**src/verilog/lnp_pkg.sv**
```systemverilog
`default_nettype none
package lnp_pkg;
   // nibble geometry
   localparam int NIB_W = 4;
   localparam int NIB_MSB = 3;
   // one line bit lasts four system cycles, so the double-rate clock fits two cycles in each bit
   localparam logic [1:0] BIT_PHASE_LAST = 2'h3;
   localparam logic [1:0] BIT_PHASE_START = 2'h0;
   localparam logic [1:0] BIT_CNT_LAST = 2'h3;
   localparam logic [1:0] BIT_CNT_MID = 2'h1;
   localparam logic [1:0] BIT_CNT_START = 2'h0;
   // receive serial clock falls when the phase leaves this value
   localparam logic [1:0] RX_FALL_PHASE = 2'h1;
   // transmit elastic store
   localparam int FIFO_DEPTH = 4;
   localparam int FIFO_AW = 2;
   localparam logic [FIFO_AW:0] FIFO_WR_CENTRE = 3'h2;
   localparam logic [FIFO_AW:0] FIFO_RD_CENTRE = 3'h0;
   localparam logic [FIFO_AW:0] FIFO_FULL_FILL = 3'h4;
   localparam logic [FIFO_AW:0] PTR_STEP = 3'h1;
   localparam logic [1:0] CNT_STEP = 2'h1;
   localparam logic [NIB_W-1:0] NIB_ZERO = 4'h0;

   // transmit timing modes
   typedef enum logic [1:0] {
      lnp_master_parallel,
      lnp_slave_parallel,
      lnp_loop_parallel,
      lnp_serial
   } lnp_tx_mode_type;

   // transmit line side pins, two-way style with enables
   typedef struct packed {
      logic coded_line_out_pos;
      logic coded_line_out_neg;
      logic coded_line_oe;
      logic monitor_line_out_pos;
      logic monitor_line_out_neg;
      logic monitor_line_oe;
      logic optical_data_out_pos;
      logic optical_data_out_neg;
   } lnp_line_out_type;
endpackage : lnp_pkg
`default_nettype wire

```
**src/verilog/lnp_tx_serializer.sv**
```systemverilog
`timescale 1ns/10ps
`default_nettype none
module lnp_tx_serializer (
   input wire logic sys_clk_i,
   input wire logic rst_i,
   input wire logic load_i,
   input wire logic shift_i,
   input wire logic [lnp_pkg::NIB_W-1:0] nibble_i,
   output logic bit_o
);
   logic [lnp_pkg::NIB_W-1:0] shreg;

   // load wins over shift because the load lands on the last bit's slot end
   always_ff @(posedge sys_clk_i or posedge rst_i) begin
      if (rst_i) begin
         shreg <= lnp_pkg::NIB_ZERO;
      end else if (load_i) begin
         shreg <= nibble_i;
      end else if (shift_i) begin
         shreg <= {shreg[lnp_pkg::NIB_MSB-1:0], 1'b0}; // see RQ2
      end
   end

   assign bit_o = shreg[lnp_pkg::NIB_MSB]; // msb goes out first, see RQ2
endmodule : lnp_tx_serializer
`default_nettype wire

```
**src/verilog/lnp_rx_deserializer.sv**
```systemverilog
`timescale 1ns/10ps
`default_nettype none
module lnp_rx_deserializer (
   input wire logic sys_clk_i,
   input wire logic rst_i,
   input wire logic sample_i,
   input wire logic bit_i,
   input wire logic last_bit_i,
   input wire logic update_i,
   input wire logic los_i,
   output logic [lnp_pkg::NIB_W-1:0] nibble_o
);
   logic [lnp_pkg::NIB_W-1:0] shreg;
   logic [lnp_pkg::NIB_W-1:0] held;
   wire [lnp_pkg::NIB_W-1:0] next_shreg = {shreg[lnp_pkg::NIB_MSB-1:0], bit_i};

   // first bit shifts up to bit 3 after four samples
   always_ff @(posedge sys_clk_i or posedge rst_i) begin
      if (rst_i) begin
         shreg <= lnp_pkg::NIB_ZERO;
         held <= lnp_pkg::NIB_ZERO;
      end else if (sample_i) begin
         shreg <= next_shreg; // see RQ10
         if (last_bit_i) begin
            held <= next_shreg; // see RQ21
         end
      end
   end

   // output moves only on the nibble clock's falling edge; loss of signal forces low
   always_ff @(posedge sys_clk_i or posedge rst_i) begin
      if (rst_i) begin
         nibble_o <= lnp_pkg::NIB_ZERO;
      end else if (los_i) begin
         nibble_o <= lnp_pkg::NIB_ZERO; // see RQ11
      end else if (update_i) begin
         nibble_o <= held; // see RQ13
      end
   end
endmodule : lnp_rx_deserializer
`default_nettype wire

```
**src/verilog/lnp_line_port.sv**
```systemverilog
// Operation
// RQ1: parallel mode captures a four-bit nibble on the transmit nibble clock edge.
// RQ2: each transmit nibble goes out msb first, then bits 2, 1, 0.
// RQ3: system supplies the parallel clock, source synchronous with the reference.
// RQ4: nibble clock output only in master parallel mode, running through reset.
// RQ5: serial mode samples serial data on the serial clock's rising edge.
// RQ6: coded line outputs float when transmitter disabled, stay driven in reset.
// RQ7: monitor output carries the coded signal only when redundant select set.
// RQ8: double-rate transmit clock output times coded data, running through reset.
// RQ9: optical outputs carry raw data only in fiber pass-through mode.
// RQ10: receive bits pack into nibbles with the first bit in bit 3.
// RQ11: loss of signal forces all receive nibble outputs low.
// RQ12: receive nibble clock comes from dividing the recovered clock, runs in reset.
// RQ13: receive nibbles change on the falling edge of the nibble clock.
// RQ14: nibble clock keeps running on the frozen phase during loss of signal.
// RQ15: serial receive data launched on falling serial clock edge; clock runs in reset.
// RQ16: serial receive data held at zero during loss of signal.
// RQ17: serial receive clock keeps steady on the frozen phase during loss of signal.
// RQ18: clock inversion set captures transmit data on the falling edge instead.
// RQ19: coax mode uses coded outputs; fiber mode disables coding, uses optical.
// RQ20: fifo reset centres the pointers and clears the fifo error flag.
// RQ21: four line bits per nibble clock period on both directions.
`timescale 1ns/10ps
`default_nettype none
module lnp_line_port (
   input wire logic sys_clk_i,
   input wire logic rst_i,
   input wire lnp_pkg::lnp_tx_mode_type tx_mode_i,
   input wire logic tx_enable_i,
   input wire logic tx_clock_invert_i,
   input wire logic coax_mode_select_i,
   input wire logic redundant_monitor_select_i,
   input wire logic fifo_pointer_reset_i,
   input wire logic [lnp_pkg::NIB_W-1:0] tx_nibble_in_i,
   input wire logic tx_nibble_clock_in_i,
   input wire logic tx_serial_data_in_pos_i,
   input wire logic tx_serial_clock_in_pos_i,
   input wire logic line_input_pos_i,
   input wire logic rx_los_i,
   input wire logic [1:0] rx_dll_phase_i,
   output logic tx_nibble_clock_out_o,
   output logic tx_nibble_clock_oe_o,
   output logic tx_double_rate_clock_out_o,
   output lnp_pkg::lnp_line_out_type line_out_o,
   output logic fifo_error_flag_o,
   output logic [lnp_pkg::NIB_W-1:0] rx_nibble_out_o,
   output logic rx_nibble_clock_out_o,
   output logic rx_serial_data_out_pos_o,
   output logic rx_serial_clock_out_pos_o
);
   // ---------------- transmit timing ----------------
   // the dividers start from their initial value and never see reset, so that
   // every clock derived from them keeps running while the block is held in reset
   logic [1:0] tx_phase = lnp_pkg::BIT_PHASE_START;
   logic [1:0] tx_bit_cnt = lnp_pkg::BIT_CNT_START;
   logic dbl_clk;
   logic nib_clk_q;
   logic ser_clk_q;

   // slot and nibble boundaries, and the mode decode used all over the port
   wire tx_bit_end = (tx_phase == lnp_pkg::BIT_PHASE_LAST);
   wire tx_nib_end = tx_bit_end && (tx_bit_cnt == lnp_pkg::BIT_CNT_LAST);
   wire tx_half = tx_phase[1];
   wire is_master = (tx_mode_i == lnp_pkg::lnp_master_parallel);
   wire is_serial = (tx_mode_i == lnp_pkg::lnp_serial);

   // free-running dividers take no reset, so the derived clocks run through it
   always_ff @(posedge sys_clk_i) begin
      tx_phase <= tx_phase + lnp_pkg::CNT_STEP;
      dbl_clk <= ~tx_phase[0]; // see RQ8

      if (tx_bit_end) begin
         tx_bit_cnt <= tx_bit_cnt + lnp_pkg::CNT_STEP; // see RQ21
      end
   end

   // the double-rate clock is a toggle of the system clock, so it never stops
   assign tx_double_rate_clock_out_o = dbl_clk; // see RQ8

   // master nibble clock: high for the first two bit slots of each nibble; like the
   // dividers it takes no reset, since the framer may need it while the port is reset
   always_ff @(posedge sys_clk_i) begin
      tx_nibble_clock_out_o <= ~tx_bit_cnt[1]; // see RQ4
   end

   // driver enabled only in master mode; reset does not touch the mode input
   assign tx_nibble_clock_oe_o = is_master; // see RQ4

   // ---------------- transmit capture ----------------
   // previous samples of the incoming clocks, for edge detection
   always_ff @(posedge sys_clk_i or posedge rst_i) begin
      if (rst_i) begin
         nib_clk_q <= 1'b0;
         ser_clk_q <= 1'b0;
      end else begin
         nib_clk_q <= tx_nibble_clock_in_i;
         ser_clk_q <= tx_serial_clock_in_pos_i;
      end
   end

   // one edge picker serves both clock inputs, so inversion acts alike on each
   function automatic logic tx_nibble_clock_in_edge(input logic prev, input logic cur, input logic inv);
      tx_nibble_clock_in_edge = inv ? (prev & ~cur) : (~prev & cur);
   endfunction : tx_nibble_clock_in_edge

   // inversion swaps the sampling edge for the serial input, and for the parallel input outside master mode
   wire nib_edge = tx_nibble_clock_in_edge(nib_clk_q, tx_nibble_clock_in_i, tx_clock_invert_i); // see RQ18
   wire ser_edge = tx_nibble_clock_in_edge(ser_clk_q, tx_serial_clock_in_pos_i, tx_clock_invert_i); // see RQ5
   // master mode captures at mid-nibble of its own clock, where data has settled
   wire own_edge = tx_bit_end && (tx_bit_cnt == lnp_pkg::BIT_CNT_MID);
   wire par_capture = is_master ? own_edge : nib_edge; // see RQ1
   wire ser_capture = is_serial && ser_edge; // see RQ5

   // serial bits gather into nibbles so both modes share one elastic store
   logic [lnp_pkg::NIB_W-1:0] ser_acc;
   logic [1:0] ser_cnt;
   wire [lnp_pkg::NIB_W-1:0] next_ser_acc = {ser_acc[lnp_pkg::NIB_MSB-1:0],
                                             tx_serial_data_in_pos_i};
   wire ser_full = ser_capture && (ser_cnt == lnp_pkg::BIT_CNT_LAST);

   always_ff @(posedge sys_clk_i or posedge rst_i) begin
      if (rst_i) begin
         ser_acc <= lnp_pkg::NIB_ZERO;
         ser_cnt <= lnp_pkg::BIT_CNT_START;
      end else if (ser_capture) begin
         ser_acc <= next_ser_acc;
         ser_cnt <= ser_cnt + lnp_pkg::CNT_STEP;
      end
   end


   // one push per nibble, from whichever input the mode selects
   wire push = is_serial ? ser_full : (par_capture && !is_serial);
   wire [lnp_pkg::NIB_W-1:0] push_data = is_serial ? next_ser_acc : tx_nibble_in_i;

   // ---------------- transmit elastic store ----------------
   logic [lnp_pkg::NIB_W-1:0] fifo_mem [lnp_pkg::FIFO_DEPTH];
   logic [lnp_pkg::FIFO_AW:0] wr_ptr;
   logic [lnp_pkg::FIFO_AW:0] rd_ptr;


   // the pointers carry one spare bit, so a full store and an empty one differ
   wire [lnp_pkg::FIFO_AW:0] fill = wr_ptr - rd_ptr;
   wire fifo_empty = (fill == '0);
   wire fifo_full = (fill == lnp_pkg::FIFO_FULL_FILL);
   wire pop = tx_nib_end;
   wire do_push = push && !fifo_full;
   wire do_pop = pop && !fifo_empty;
   wire overflow = push && fifo_full;
   wire underflow = pop && fifo_empty;
   wire [lnp_pkg::NIB_W-1:0] fifo_head = fifo_mem[rd_ptr[lnp_pkg::FIFO_AW-1:0]];

   // the store holds only data, so no reset is needed on the array
   always_ff @(posedge sys_clk_i) begin
      if (do_push) begin
         fifo_mem[wr_ptr[lnp_pkg::FIFO_AW-1:0]] <= push_data; // see RQ1
      end
   end

   // pointers sit centred while the reset control is held
   always_ff @(posedge sys_clk_i or posedge rst_i) begin
      if (rst_i) begin
         wr_ptr <= lnp_pkg::FIFO_WR_CENTRE;
         rd_ptr <= lnp_pkg::FIFO_RD_CENTRE;
      end else if (fifo_pointer_reset_i) begin
         wr_ptr <= lnp_pkg::FIFO_WR_CENTRE; // see RQ20
         rd_ptr <= lnp_pkg::FIFO_RD_CENTRE; // see RQ20
      end else begin
         if (do_push) begin
            wr_ptr <= wr_ptr + lnp_pkg::PTR_STEP;
         end
         if (do_pop) begin
            rd_ptr <= rd_ptr + lnp_pkg::PTR_STEP;
         end
      end
   end

   // sticky slip flag; the reset control is its only clear and wins while held
   always_ff @(posedge sys_clk_i or posedge rst_i) begin
      if (rst_i) begin
         fifo_error_flag_o <= 1'b0;
      end else if (fifo_pointer_reset_i) begin
         fifo_error_flag_o <= 1'b0; // see RQ20
      end else if (overflow || underflow) begin
         fifo_error_flag_o <= 1'b1;
      end
   end

   // ---------------- transmit line ----------------
   logic tx_bit;
   // an empty store sends zeros rather than repeating stale data
   wire [lnp_pkg::NIB_W-1:0] load_data = fifo_empty ? lnp_pkg::NIB_ZERO : fifo_head;

   lnp_tx_serializer u_ser (
      .sys_clk_i(sys_clk_i),
      .rst_i(rst_i),
      .load_i(tx_nib_end),
      .shift_i(tx_bit_end),
      .nibble_i(load_data),
      .bit_o(tx_bit)
   );

   // mark-inversion level flips after every one that was sent
   logic cmi_level;
   always_ff @(posedge sys_clk_i or posedge rst_i) begin
      if (rst_i) begin
         cmi_level <= 1'b0;
      end else if (tx_bit_end && tx_bit) begin
         cmi_level <= ~cmi_level;
      end
   end

   // a one holds the alternating level, a zero goes low then high
   wire cmi_sym = tx_bit ? cmi_level : tx_half;
   wire coded = coax_mode_select_i & cmi_sym; // see RQ19
   wire optical = ~coax_mode_select_i & tx_bit; // see RQ9
   wire coded_en = tx_enable_i & coax_mode_select_i; // see RQ6

   lnp_pkg::lnp_line_out_type next_line_out;
   always_comb begin
      next_line_out.coded_line_out_pos = coded;
      next_line_out.coded_line_out_neg = ~coded;
      next_line_out.coded_line_oe = coded_en; // see RQ6
      next_line_out.monitor_line_out_pos = coded; // see RQ7
      next_line_out.monitor_line_out_neg = ~coded;
      next_line_out.monitor_line_oe = coded_en & redundant_monitor_select_i; // see RQ7
      next_line_out.optical_data_out_pos = optical;
      next_line_out.optical_data_out_neg = ~optical & ~coax_mode_select_i;
   end

   // registered line pins take no reset: the drivers stay enabled through it,
   // because the enables keep following the inputs; only the content is idle
   always_ff @(posedge sys_clk_i) begin
      line_out_o <= next_line_out; // see RQ6
   end

   // ---------------- receive ----------------
   // like the transmit side, the receive divider starts by value and ignores reset
   logic [1:0] rx_phase = lnp_pkg::BIT_PHASE_START;
   logic [1:0] rx_bit_cnt = lnp_pkg::BIT_CNT_START;
   logic [1:0] dll_sel;
   logic rx_last_bit;


   // the line is sampled once per slot, at the phase the loop has chosen
   wire rx_sample = (rx_phase == dll_sel);
   wire rx_bit_end = (rx_phase == lnp_pkg::BIT_PHASE_LAST);
   wire rx_fall = (rx_phase == lnp_pkg::RX_FALL_PHASE);
   wire rx_nib_fall = rx_bit_end && (rx_bit_cnt == lnp_pkg::BIT_CNT_MID);
   wire rx_nib_last = (rx_bit_cnt == lnp_pkg::BIT_CNT_LAST);

   // recovered-clock divider runs regardless of signal state and of reset,
   // so the receive clocks stay steady in both
   always_ff @(posedge sys_clk_i) begin
      rx_phase <= rx_phase + lnp_pkg::CNT_STEP; // see RQ12

      if (rx_bit_end) begin
         rx_bit_cnt <= rx_bit_cnt + lnp_pkg::CNT_STEP; // see RQ21
      end
   end

   // phase choice freezes during loss of signal, at the last one in use
   always_ff @(posedge sys_clk_i or posedge rst_i) begin
      if (rst_i) begin
         dll_sel <= lnp_pkg::BIT_PHASE_START;
      end else if (!rx_los_i) begin
         dll_sel <= rx_dll_phase_i; // see RQ14
      end
   end

   // sampled bit, held until the serial clock's falling edge launches it
   always_ff @(posedge sys_clk_i or posedge rst_i) begin
      if (rst_i) begin
         rx_last_bit <= 1'b0;
      end else if (rx_sample) begin
         rx_last_bit <= line_input_pos_i;
      end
   end

   // the clocks are registered from the next count, so they line up with it
   wire [1:0] next_rx_phase = rx_phase + lnp_pkg::CNT_STEP;
   wire [1:0] next_rx_cnt = rx_bit_end ? rx_bit_cnt + lnp_pkg::CNT_STEP : rx_bit_cnt;
   wire next_rx_phase_hi = next_rx_phase[1]; // see RQ17
   wire next_rx_cnt_hi = next_rx_cnt[1];

   // serial clock high in the first half of each bit, low in the second; no reset,
   // so both receive clocks keep running while the port is held in reset
   always_ff @(posedge sys_clk_i) begin
      rx_serial_clock_out_pos_o <= ~next_rx_phase_hi; // see RQ15
      rx_nibble_clock_out_o <= ~next_rx_cnt_hi; // see RQ12
   end

   // data moves with the clock's fall; loss of signal holds it at zero
   always_ff @(posedge sys_clk_i or posedge rst_i) begin
      if (rst_i) begin
         rx_serial_data_out_pos_o <= 1'b0;
      end else if (rx_los_i) begin
         rx_serial_data_out_pos_o <= 1'b0; // see RQ16
      end else if (rx_fall) begin
         rx_serial_data_out_pos_o <= rx_last_bit; // see RQ15
      end
   end

   lnp_rx_deserializer u_des (
      .sys_clk_i(sys_clk_i),
      .rst_i(rst_i),
      .sample_i(rx_sample),
      .bit_i(line_input_pos_i),
      .last_bit_i(rx_nib_last),
      .update_i(rx_nib_fall),
      .los_i(rx_los_i),
      .nibble_o(rx_nibble_out_o)
   );
endmodule : lnp_line_port
`default_nettype wire

```
**config.mk**
```make
export PLATFORM = sky130hd
export DESIGN_NAME = lnp_line_port
export DESIGN_NICKNAME = d
export VERILOG_FILES = /design/src/verilog/lnp_pkg.sv /design/src/verilog/lnp_tx_serializer.sv /design/src/verilog/lnp_rx_deserializer.sv /design/src/verilog/lnp_line_port.sv
export SDC_FILE = /design/constraint.sdc
export NUM_CORES = 1
export LEC_CHECK = 0
export BUFFER_PORTS_ARGS = -buffer_cell sky130_fd_sc_hd__buf_2
export CORE_MARGIN = 8
export CORE_UTILIZATION = 56
export CTS_CLUSTER_DIAMETER = 120
export DETAILED_ROUTE_END_ITERATION = 16
export PLACE_DENSITY_LB_ADDON = 0.2
export SLEW_MARGIN = 40
export SYNTH_ARGS = -nofsm -noshare
export SYNTH_HDL_FRONTEND = slang
export SYNTH_SLANG_ARGS = --single-unit
```
**constraint.sdc**
```tcl
create_clock -name sys_clk_i -period 2.8 [get_ports sys_clk_i]
set_clock_uncertainty 0.15 [all_clocks]
set_input_delay 0.28 -clock sys_clk_i [delete_from_list [all_inputs] [get_ports sys_clk_i]]
set_output_delay 0.28 -clock sys_clk_i [all_outputs]
set_load 0.005 [all_outputs]
```
==> insert_results.sql, run 1 <==
INSERT INTO impl_metrics (metric_group, metric, value, unit) VALUES
('worst_setup_path', 'crit_type', 'flop to flop', ''),
('detailed_routing', 'drc_errors', '0', ''),
('logic_synthesis', 'synth-compound-area-share', '6.46', '%'),
('logic_synthesis', 'synth_area_per_cell', '13.2', 'um^2'),
('timing', 'fmaxAchievable', '466', 'MHz'),
('timing', 'finalHoldViolations', '0', ''),
('detailed_routing', 'drt-met1-wl', '2160', 'um'),
('floorplanning', 'die_height', '86.3', 'um'),
('detailed_routing', 'via_count', '1660', ''),
('clocking', 'cts_buffers', '9', ''),
('run', 'cap_viol_max_count', '0', ''),
('timing', 'final.setup.tns', '0', 'ps'),
('logic_synthesis', 'synthesis.instances', '209', ''),
('grt', 'grt_max_degree', '20', ''),
('worst_setup_path', 'cp-end-kind', 'flop', ''),
('detailed_routing', 'drt-total-wl', '4740', 'um'),
('logic_synthesis', 'synth.distinct_cells', '41', ''),
('finish', 'final_cell_mix', '38 x buf_2, 32 x dfrtp_1, 19 x edfxtp_1', ''),
('floorplanning', 'full_die_area', '7450', 'um^2'),
('detailed_routing', 'post_drt_via_cell_ratio', '5.02', ''),
('logic_synthesis', 'synthXorXnorAreaFrac', '2.80', '%'),
('clocking', 'cts-hold-fix-buffers', '4', ''),
('clocking', 'clockRootBuffer', 'clkbuf_8', ''),
('clocking', 'worstSkewPairLatency', '330', 'ps'),
('floorplanning', 'ios', '39', ''),
('floorplanning', 'initial_utilization', '58.2', '%'),
('timing', 'slew_headroom', '52.7', '%'),
('clocking', 'cts.htree.levels', '3', ''),
('grt', 'grt_antenna_before_repair', '0', ''),
('finish', 'layout.cells.most_common', 'buf_2', ''),
('logic_synthesis', 'warnings_from_yosys', '0', ''),
('detailed_routing', 'average_wire_length_per_cell_after_detail_routing', '14.3', 'um'),
('clocking', 'tritoncts', 'yes', ''),
('worst_setup_path', 'max_stage_delay', '490', 'ps'),
('clocking', 'worst_setup_hold_path_clk_slew', '60', 'ps'),
('place', 'place.port_buffers', '38', ''),
('grt', 'grt_pass1_wl', '8050', 'um'),
('logic_synthesis', 'synth_top_flop_cell', 'dfrtp_1', ''),
('finish', 'synthToLayoutAreaGrowth', '16.8', '%'),
('worst_setup_path', 'path_max_fanout', '7', ''),
('logic_synthesis', 'synth_mux_area_share', '11.7', '%'),
('detailed_routing', 'met2_wirelength', '2250', 'um'),
('run_status', 'outcome', 'complete, no violations', ''),
('finish', 'final_nets', '294', ''),
('timing', 'rsz0062_at_grt', 'false', ''),
('worst_hold_path', 'hold_path_class', 'input port to flop', ''),
('worst_setup_path', 'crit_path_cell_trace', 'ha_1 -> nor2b_1 -> xnor2_2 -> o22a_1 -> and2_1', ''),
('detailed_routing', 'highest_layer', 'met4', ''),
('worst_setup_path', 'r2r_setup_slack', '650', 'ps'),
('clocking', 'cts_post_setup_buffers_inserted', '0', ''),
('grt', 'number_of_global_route_vias_before_repair', '1704', ''),
('place', 'place_hpwl', '3610', 'um'),
('place', 'place_ws', '612', 'ps'),
('detailed_routing', 'drt.antenna.violating_nets', '0', ''),
('worst_setup_path', 'setup.worst_path.start_class', 'flop', ''),
('floorplanning', 'row_count', '25', ''),
('clocking', 'cts_repair_resized_insts', '0', ''),
('logic_synthesis', 'postSynthNetCount', '244', ''),
('logic_synthesis', 'synth-edff-count', '19', ''),
('worst_setup_path', 'crit_required', '2670', 'ps'),
('clocking', 'clock_path_buffers', '2', ''),
('worst_setup_path', 'worst_r2r_path_depth', '5', ''),
('logic_synthesis', 'register_area_share_after_synthesis', '60.6', '%'),
('detailed_routing', 'drt_iter0_markers', '75', ''),
('timing', 'final.min_clock_period', '2150', 'ps'),
('clocking', 'clock-sinks', '66', ''),
('finish', 'antenna-diode-count', '0', ''),
('floorplanning', 'floorplan.core_area', '4750', 'um^2'),
('power', 'power.density_cell_area', '697', 'nW/um^2'),
('logic_synthesis', 'yosys.area_share.adder', '6.78', '%'),
('place', 'gp_congestion', '0.762', '');
## metrics by stage
stage / instances / utilization, % / total power, mW / instance area (um^2)
2_1_floorplan: 209 / - / 1.51 / 2770
3_3_place_gp: 311 / 63.8 / 1.61 / 3030
3_5_place_dp: 311 / 63.8 / 1.62 / 3030
4_1_cts: 331 / 68.0 / 2.29 / 3230
5_1_grt: 331 / 68.0 / 2.39 / 3230
6_report: 331 / 68.0 / 2.25 / 3230
## per-layer routing
layer	vias to the layer above	GRT usage, %
met2	43	21.4
met4	0	3.76
met1	788	17.3
met5	-	0
met3	2	6.71
li1	827	-
## flip-flops by register name, summed over array words and instances, names as in the netlist, 2 cells and up
register	count
rx_bit_cnt	2
fifo_mem	16
u_des.held	4
rx_phase	2
u_ser.shreg	4
rd_ptr	3
dll_sel	2
tx_bit_cnt	2
u_des.shreg	3
ser_cnt	2
line_out_o	6
wr_ptr	3
ser_acc	3
tx_phase	2
u_des.nibble_o	4
## where the power goes
group	switching (mW)	internal, mW
Clock	0.305	0.346
Sequential	0.0870	1.09
Combinational	0.193	0.227
## cells in the mapped netlist (2+ instances only)
cell type	count	area share (%)
dfrtp_1	32	29
mux4_2	4	3.3
buf_4	2	0.54
inv_1	16	2.2
and2_1	4	0.90
xnor2_1	3	0.95
xor2_1	4	1.3
a31oi_1	3	0.68
nand3_1	6	1.1
nor2_1	14	1.9
a21oi_1	11	2.0
nor2b_1	4	0.90
mux2_2	18	7.3
edfxtp_1	19	21
or3_1	2	0.45
ha_1	15	6.8
mux2i_1	3	1.1
nand2_1	11	1.5
o21ai_0	3	0.54
dfxtp_1	14	10
## worst max-delay path, delay by kind of cell (launching register included)
kind / cells / cell delay, ps
flops: 1 / 490
simple gates: 2 / 400
compound gates: 1 / 300
xor+xnor: 1 / 280
fa+ha+maj: 1 / 230
## layout make-up
class	instances	area, um^2
repair buffers	45	253
clock inverters	1	5.00
fillers	386	1520
flip-flops and latches	66	1680
clock buffers	15	156
multi-input cells	121	998
well taps	67	83.8
inverters	16	60.1
## kinds of logic (layout without fill, tap and decap cells)
kind of cell	Yosys count	after routing
muxes	25	25
and+or+nand+nor	47	47
buffers and inverters	22	77
DFF	66	66
adders and majority gates	15	15
xor gates and xnor gates	8	8
AOI/OAI and AO/OA	26	26
## path summary, 6_finish.rpt
path / end / from
max in group asynchronous: wr_ptr[1]$_DFFE_PP1P_ / rst_i
worst max-delay path: fifo_mem[2][0]$_DFFE_PP_ / rd_ptr[0]$_DFFE_PP0P_
min in group asynchronous: u_des.shreg[0]$_DFFE_PP0P_ / rst_i
worst max register to register: fifo_mem[2][0]$_DFFE_PP_ / rd_ptr[0]$_DFFE_PP0P_
worst min register to register: tx_phase[0]$_DFF_P_ / tx_phase[0]$_DFF_P_
worst min-delay path: line_out_o[5]$_DFF_P_ / tx_enable_i
Note: power is estimated with default switching activity, not from simulation.
==> inputs of run 2 (changes only) <==
==> constraint.sdc (replaced) <==
create_clock -name sys_clk_i -period 2.1 [get_ports sys_clk_i]
set_clock_uncertainty 0.15 [all_clocks]
set_input_delay 0.21 -clock sys_clk_i [delete_from_list [all_inputs] [get_ports sys_clk_i]]
set_output_delay 0.21 -clock sys_clk_i [all_outputs]
set_load 0.005 [all_outputs]
==> run 2 against run 1 <==
Cell count grew 3.6%. Utilization is 3.1 points higher. Register-to-register slack lost 530 ps. Critical path type is now input port to flop.
==> insert_results.sql, run 2 (synthesized netlist as in run 1, its figures left out) <==
INSERT INTO impl_metrics (metric_group, metric, value, unit) VALUES
('run_status', 'outcome', 'complete, no violations', ''),
('worst_setup_path', 'timing.critical_path.depth', '6', ''),
('timing', 'slew_headroom', '71.9', '%'),
('detailed_routing', 'via_count', '1682', ''),
('finish', 'synthToLayoutAreaGrowth', '22.1', '%'),
('worst_setup_path', 'setup.worst_path.start_class', 'input port', ''),
('timing', 'postLayoutSetupSlackWorst', '101', 'ps'),
('grt', 'grt_overflow_total', '0', ''),
('worst_setup_path', 'crit_path_cell_trace', 'dlygate4sd3_1 -> buf_2 -> or3b_1 -> a21oi_2 -> o22a_2 -> and2_1', ''),
('timing', 'max_slew.worst_pin.slew', '422', 'ps'),
('finish', 'finish.cell_count_without_fillers', '343', ''),
('worst_setup_path', 'cp.buffers_inverters', '2', ''),
('place', 'numPlacedInstances', '314', ''),
('worst_setup_path', 'crit_path_end', 'fifo_mem[2][0]$_DFFE_PP_', ''),
('worst_setup_path', 'path_max_fanout', '6', ''),
('worst_setup_path', 'worstReg2RegStart', 'wr_ptr[1]$_DFFE_PP1P_', ''),
('grt', 'grt_max_degree', '34', ''),
('timing', 'setup-violations-final', '0', ''),
('power', 'maximum_vdd_drop', '0.000639', 'V'),
('clocking', 'clock-sinks', '66', ''),
('clocking', 'cts_buffers', '9', ''),
('worst_setup_path', 'slowest_cell_on_the_critical_path', 'dlygate4sd3_1', ''),
('clocking', 'tritoncts', 'yes', ''),
('finish', 'layout.cells.most_common', 'buf_2', ''),
('worst_setup_path', 'crit_start', 'tx_serial_clock_in_pos_i', ''),
('place', 'place_ws', '77.6', 'ps'),
('finish', 'fraction_of_final_layout_cells_with_drive_strength_greater_than_1', '31.6', '%'),
('detailed_routing', 'drt-met1-wl', '2350', 'um'),
('worst_setup_path', 'crit_required', '1980', 'ps'),
('floorplanning', 'floorplan.core_area', '4750', 'um^2'),
('place', 'place.port_buffers', '38', ''),
('timing', 'timing_max_transition_violations_final', '0', ''),
('detailed_routing', 'detailroute.wirelength.met3', '284', 'um'),
('detailed_routing', 'drt.antenna.violating_nets', '0', ''),
('detailed_routing', 'post_drt_via_cell_ratio', '4.90', ''),
('worst_setup_path', 'cp_top_family', 'buffers and inverters', ''),
('timing', 'final.setup.tns', '0', 'ps'),
('finish', 'final_nets', '305', ''),
('place', 'place_hpwl', '3640', 'um'),
('clocking', 'cts_post_setup_buffers_inserted', '0', ''),
('detailed_routing', 'average_wire_length_per_cell_after_detail_routing', '14.8', 'um'),
('power', 'total_leakage_power', '1.52', 'nW'),
('grt', 'number_of_global_route_vias_before_repair', '1723', ''),
('floorplanning', 'ios', '39', ''),
('timing', 'final.min_clock_period', '2000', 'ps'),
('detailed_routing', 'drt-pass1-iter-count', '4', ''),
('clocking', 'worst_setup_hold_path_clk_slew', '70', 'ps'),
('floorplanning', 'initial_utilization', '58.2', '%'),
('worst_setup_path', 'r2r_setup_slack', '120', 'ps'),
('worst_setup_path', 'crit_type', 'input port to flop', ''),
('detailed_routing', 'highest_layer', 'met4', ''),
('grt', 'grt.total_usage', '14.9', '%'),
('finish', 'postLayoutCoreUtil', '71.1', '%'),
('worst_setup_path', 'worst_r2r_path_depth', '5', ''),
('clocking', 'cts.htree.levels', '3', ''),
('clocking', 'worstSkewPairLatency', '340', 'ps'),
('place', 'gp_congestion', '0.775', ''),
('floorplanning', 'row_count', '25', ''),
('worst_hold_path', 'hold_path_class', 'input port to flop', ''),
('finish', 'fill_cells', '348', ''),
('finish', 'largest_register_ff_count', '16', ''),
('worst_setup_path', 'max_stage_delay', '530', 'ps'),
('floorplanning', 'full_die_area', '7450', 'um^2'),
('floorplanning', 'fp.dieW', '86.3', 'um'),
('clocking', 'clock_path_buffers', '2', ''),
('detailed_routing', 'drt_iter0_markers', '61', ''),
('worst_setup_path', 'crit_path_arrival_time', '1880', 'ps'),
('run', 'cap_viol_max_count', '0', ''),
('worst_setup_path', 'cp-end-kind', 'flop', ''),
('floorplanning', 'die_height', '86.3', 'um'),
('detailed_routing', 'drc_errors', '0', ''),
('grt', 'grt_pass1_wl', '8280', 'um'),
('grt', 'grt_antenna_before_repair', '1', ''),
('detailed_routing', 'drt-total-wl', '5070', 'um'),
('timing', 'finalHoldViolations', '0', ''),
('power', 'power.density_cell_area', '952', 'nW/um^2'),
('detailed_routing', 'met2_wirelength', '2300', 'um'),
('clocking', 'clockRootBuffer', 'clkbuf_8', ''),
('timing', 'rsz0062_at_grt', 'false', ''),
('timing', 'fin_crit_sh', '95.2', '%'),
('finish', 'final_cell_mix', '38 x buf_2, 32 x dfrtp_1, 19 x edfxtp_1', ''),
('timing', 'fmaxAchievable', '500', 'MHz'),
('worst_setup_path', 'worstReg2RegEnd', 'fifo_mem[2][0]$_DFFE_PP_', '');
[run 2: cell count changes in the layout (fill, tap and decap cells not counted), sizes merged]
cell	change
diode	+1
buf	+3
dlygate4sd3	+8
clkinvlp	+2
clkbuf	-2
[run 2: routing by layer]
layer / GRT usage, % / vias up
li1: - / 850
met5: 0 / -
met1: 17.9 / 783
met4: 7.04 / 0
met2: 22.0 / 38
met3: 6.99 / 11
[run 2: repair_timing]
action,in CTS,in global routing
endpoints found under the setup margin,0,12
endpoints found under the hold margin,55,0
hold buffers,12,0
gates resized for setup,0,1
[run 2: through the flow]
stage	hold slack (ps)	power [mW]	area, um^2
floorplan	91.4	2.02	2770
global placement	176	2.18	3060
detailed placement	174	2.20	3060
CTS	78.4	3.25	3380
global route	78.2	3.38	3380
finish	94.0	3.22	3380
[run 2: worst min-delay path by stage]
stage | endpoint | depth (start not counted) | startpoint
2_1_floorplan | nib_clk_q$_DFF_PP0_ | 0 | tx_nibble_clock_in_i
3_3_place_gp | u_des.held[0]$_DFFE_PP0P_ | 3 | rst_i
3_5_place_dp | u_des.shreg[0]$_DFFE_PP0P_ | 3 | rst_i
4_1_cts | fifo_mem[0][3]$_DFFE_PP_ | 2 | tx_nibble_in_i[3]
5_1_grt | fifo_mem[3][3]$_DFFE_PP_ | 2 | tx_nibble_in_i[3]
6_report | fifo_mem[2][0]$_DFFE_PP_ | 2 | tx_nibble_in_i[0]
[run 2: final cells by class]
type                            count  area (um^2)  share of cell area [%]
Sequential cell                    66         1680                    49.6
Multi-Input combinational cell    121         1000                    29.6
Timing Repair Buffer               56          355                    10.5
Clock buffer                       13          180                    5.33
Tap cell                           67         83.8                    2.48
Inverter                           16         60.1                    1.78
Clock inverter                      3         20.0                   0.592
Antenna cell                        1         2.50                  0.0740
[run 2: where the power goes]
part | leakage, nW | total (mW) | switching [mW] | internal [mW]
Combinational | 0.707 | 0.658 | 0.319 | 0.339
Sequential | 0.716 | 1.53 | 0.0745 | 1.46
Clock | 0.0968 | 1.03 | 0.464 | 0.563
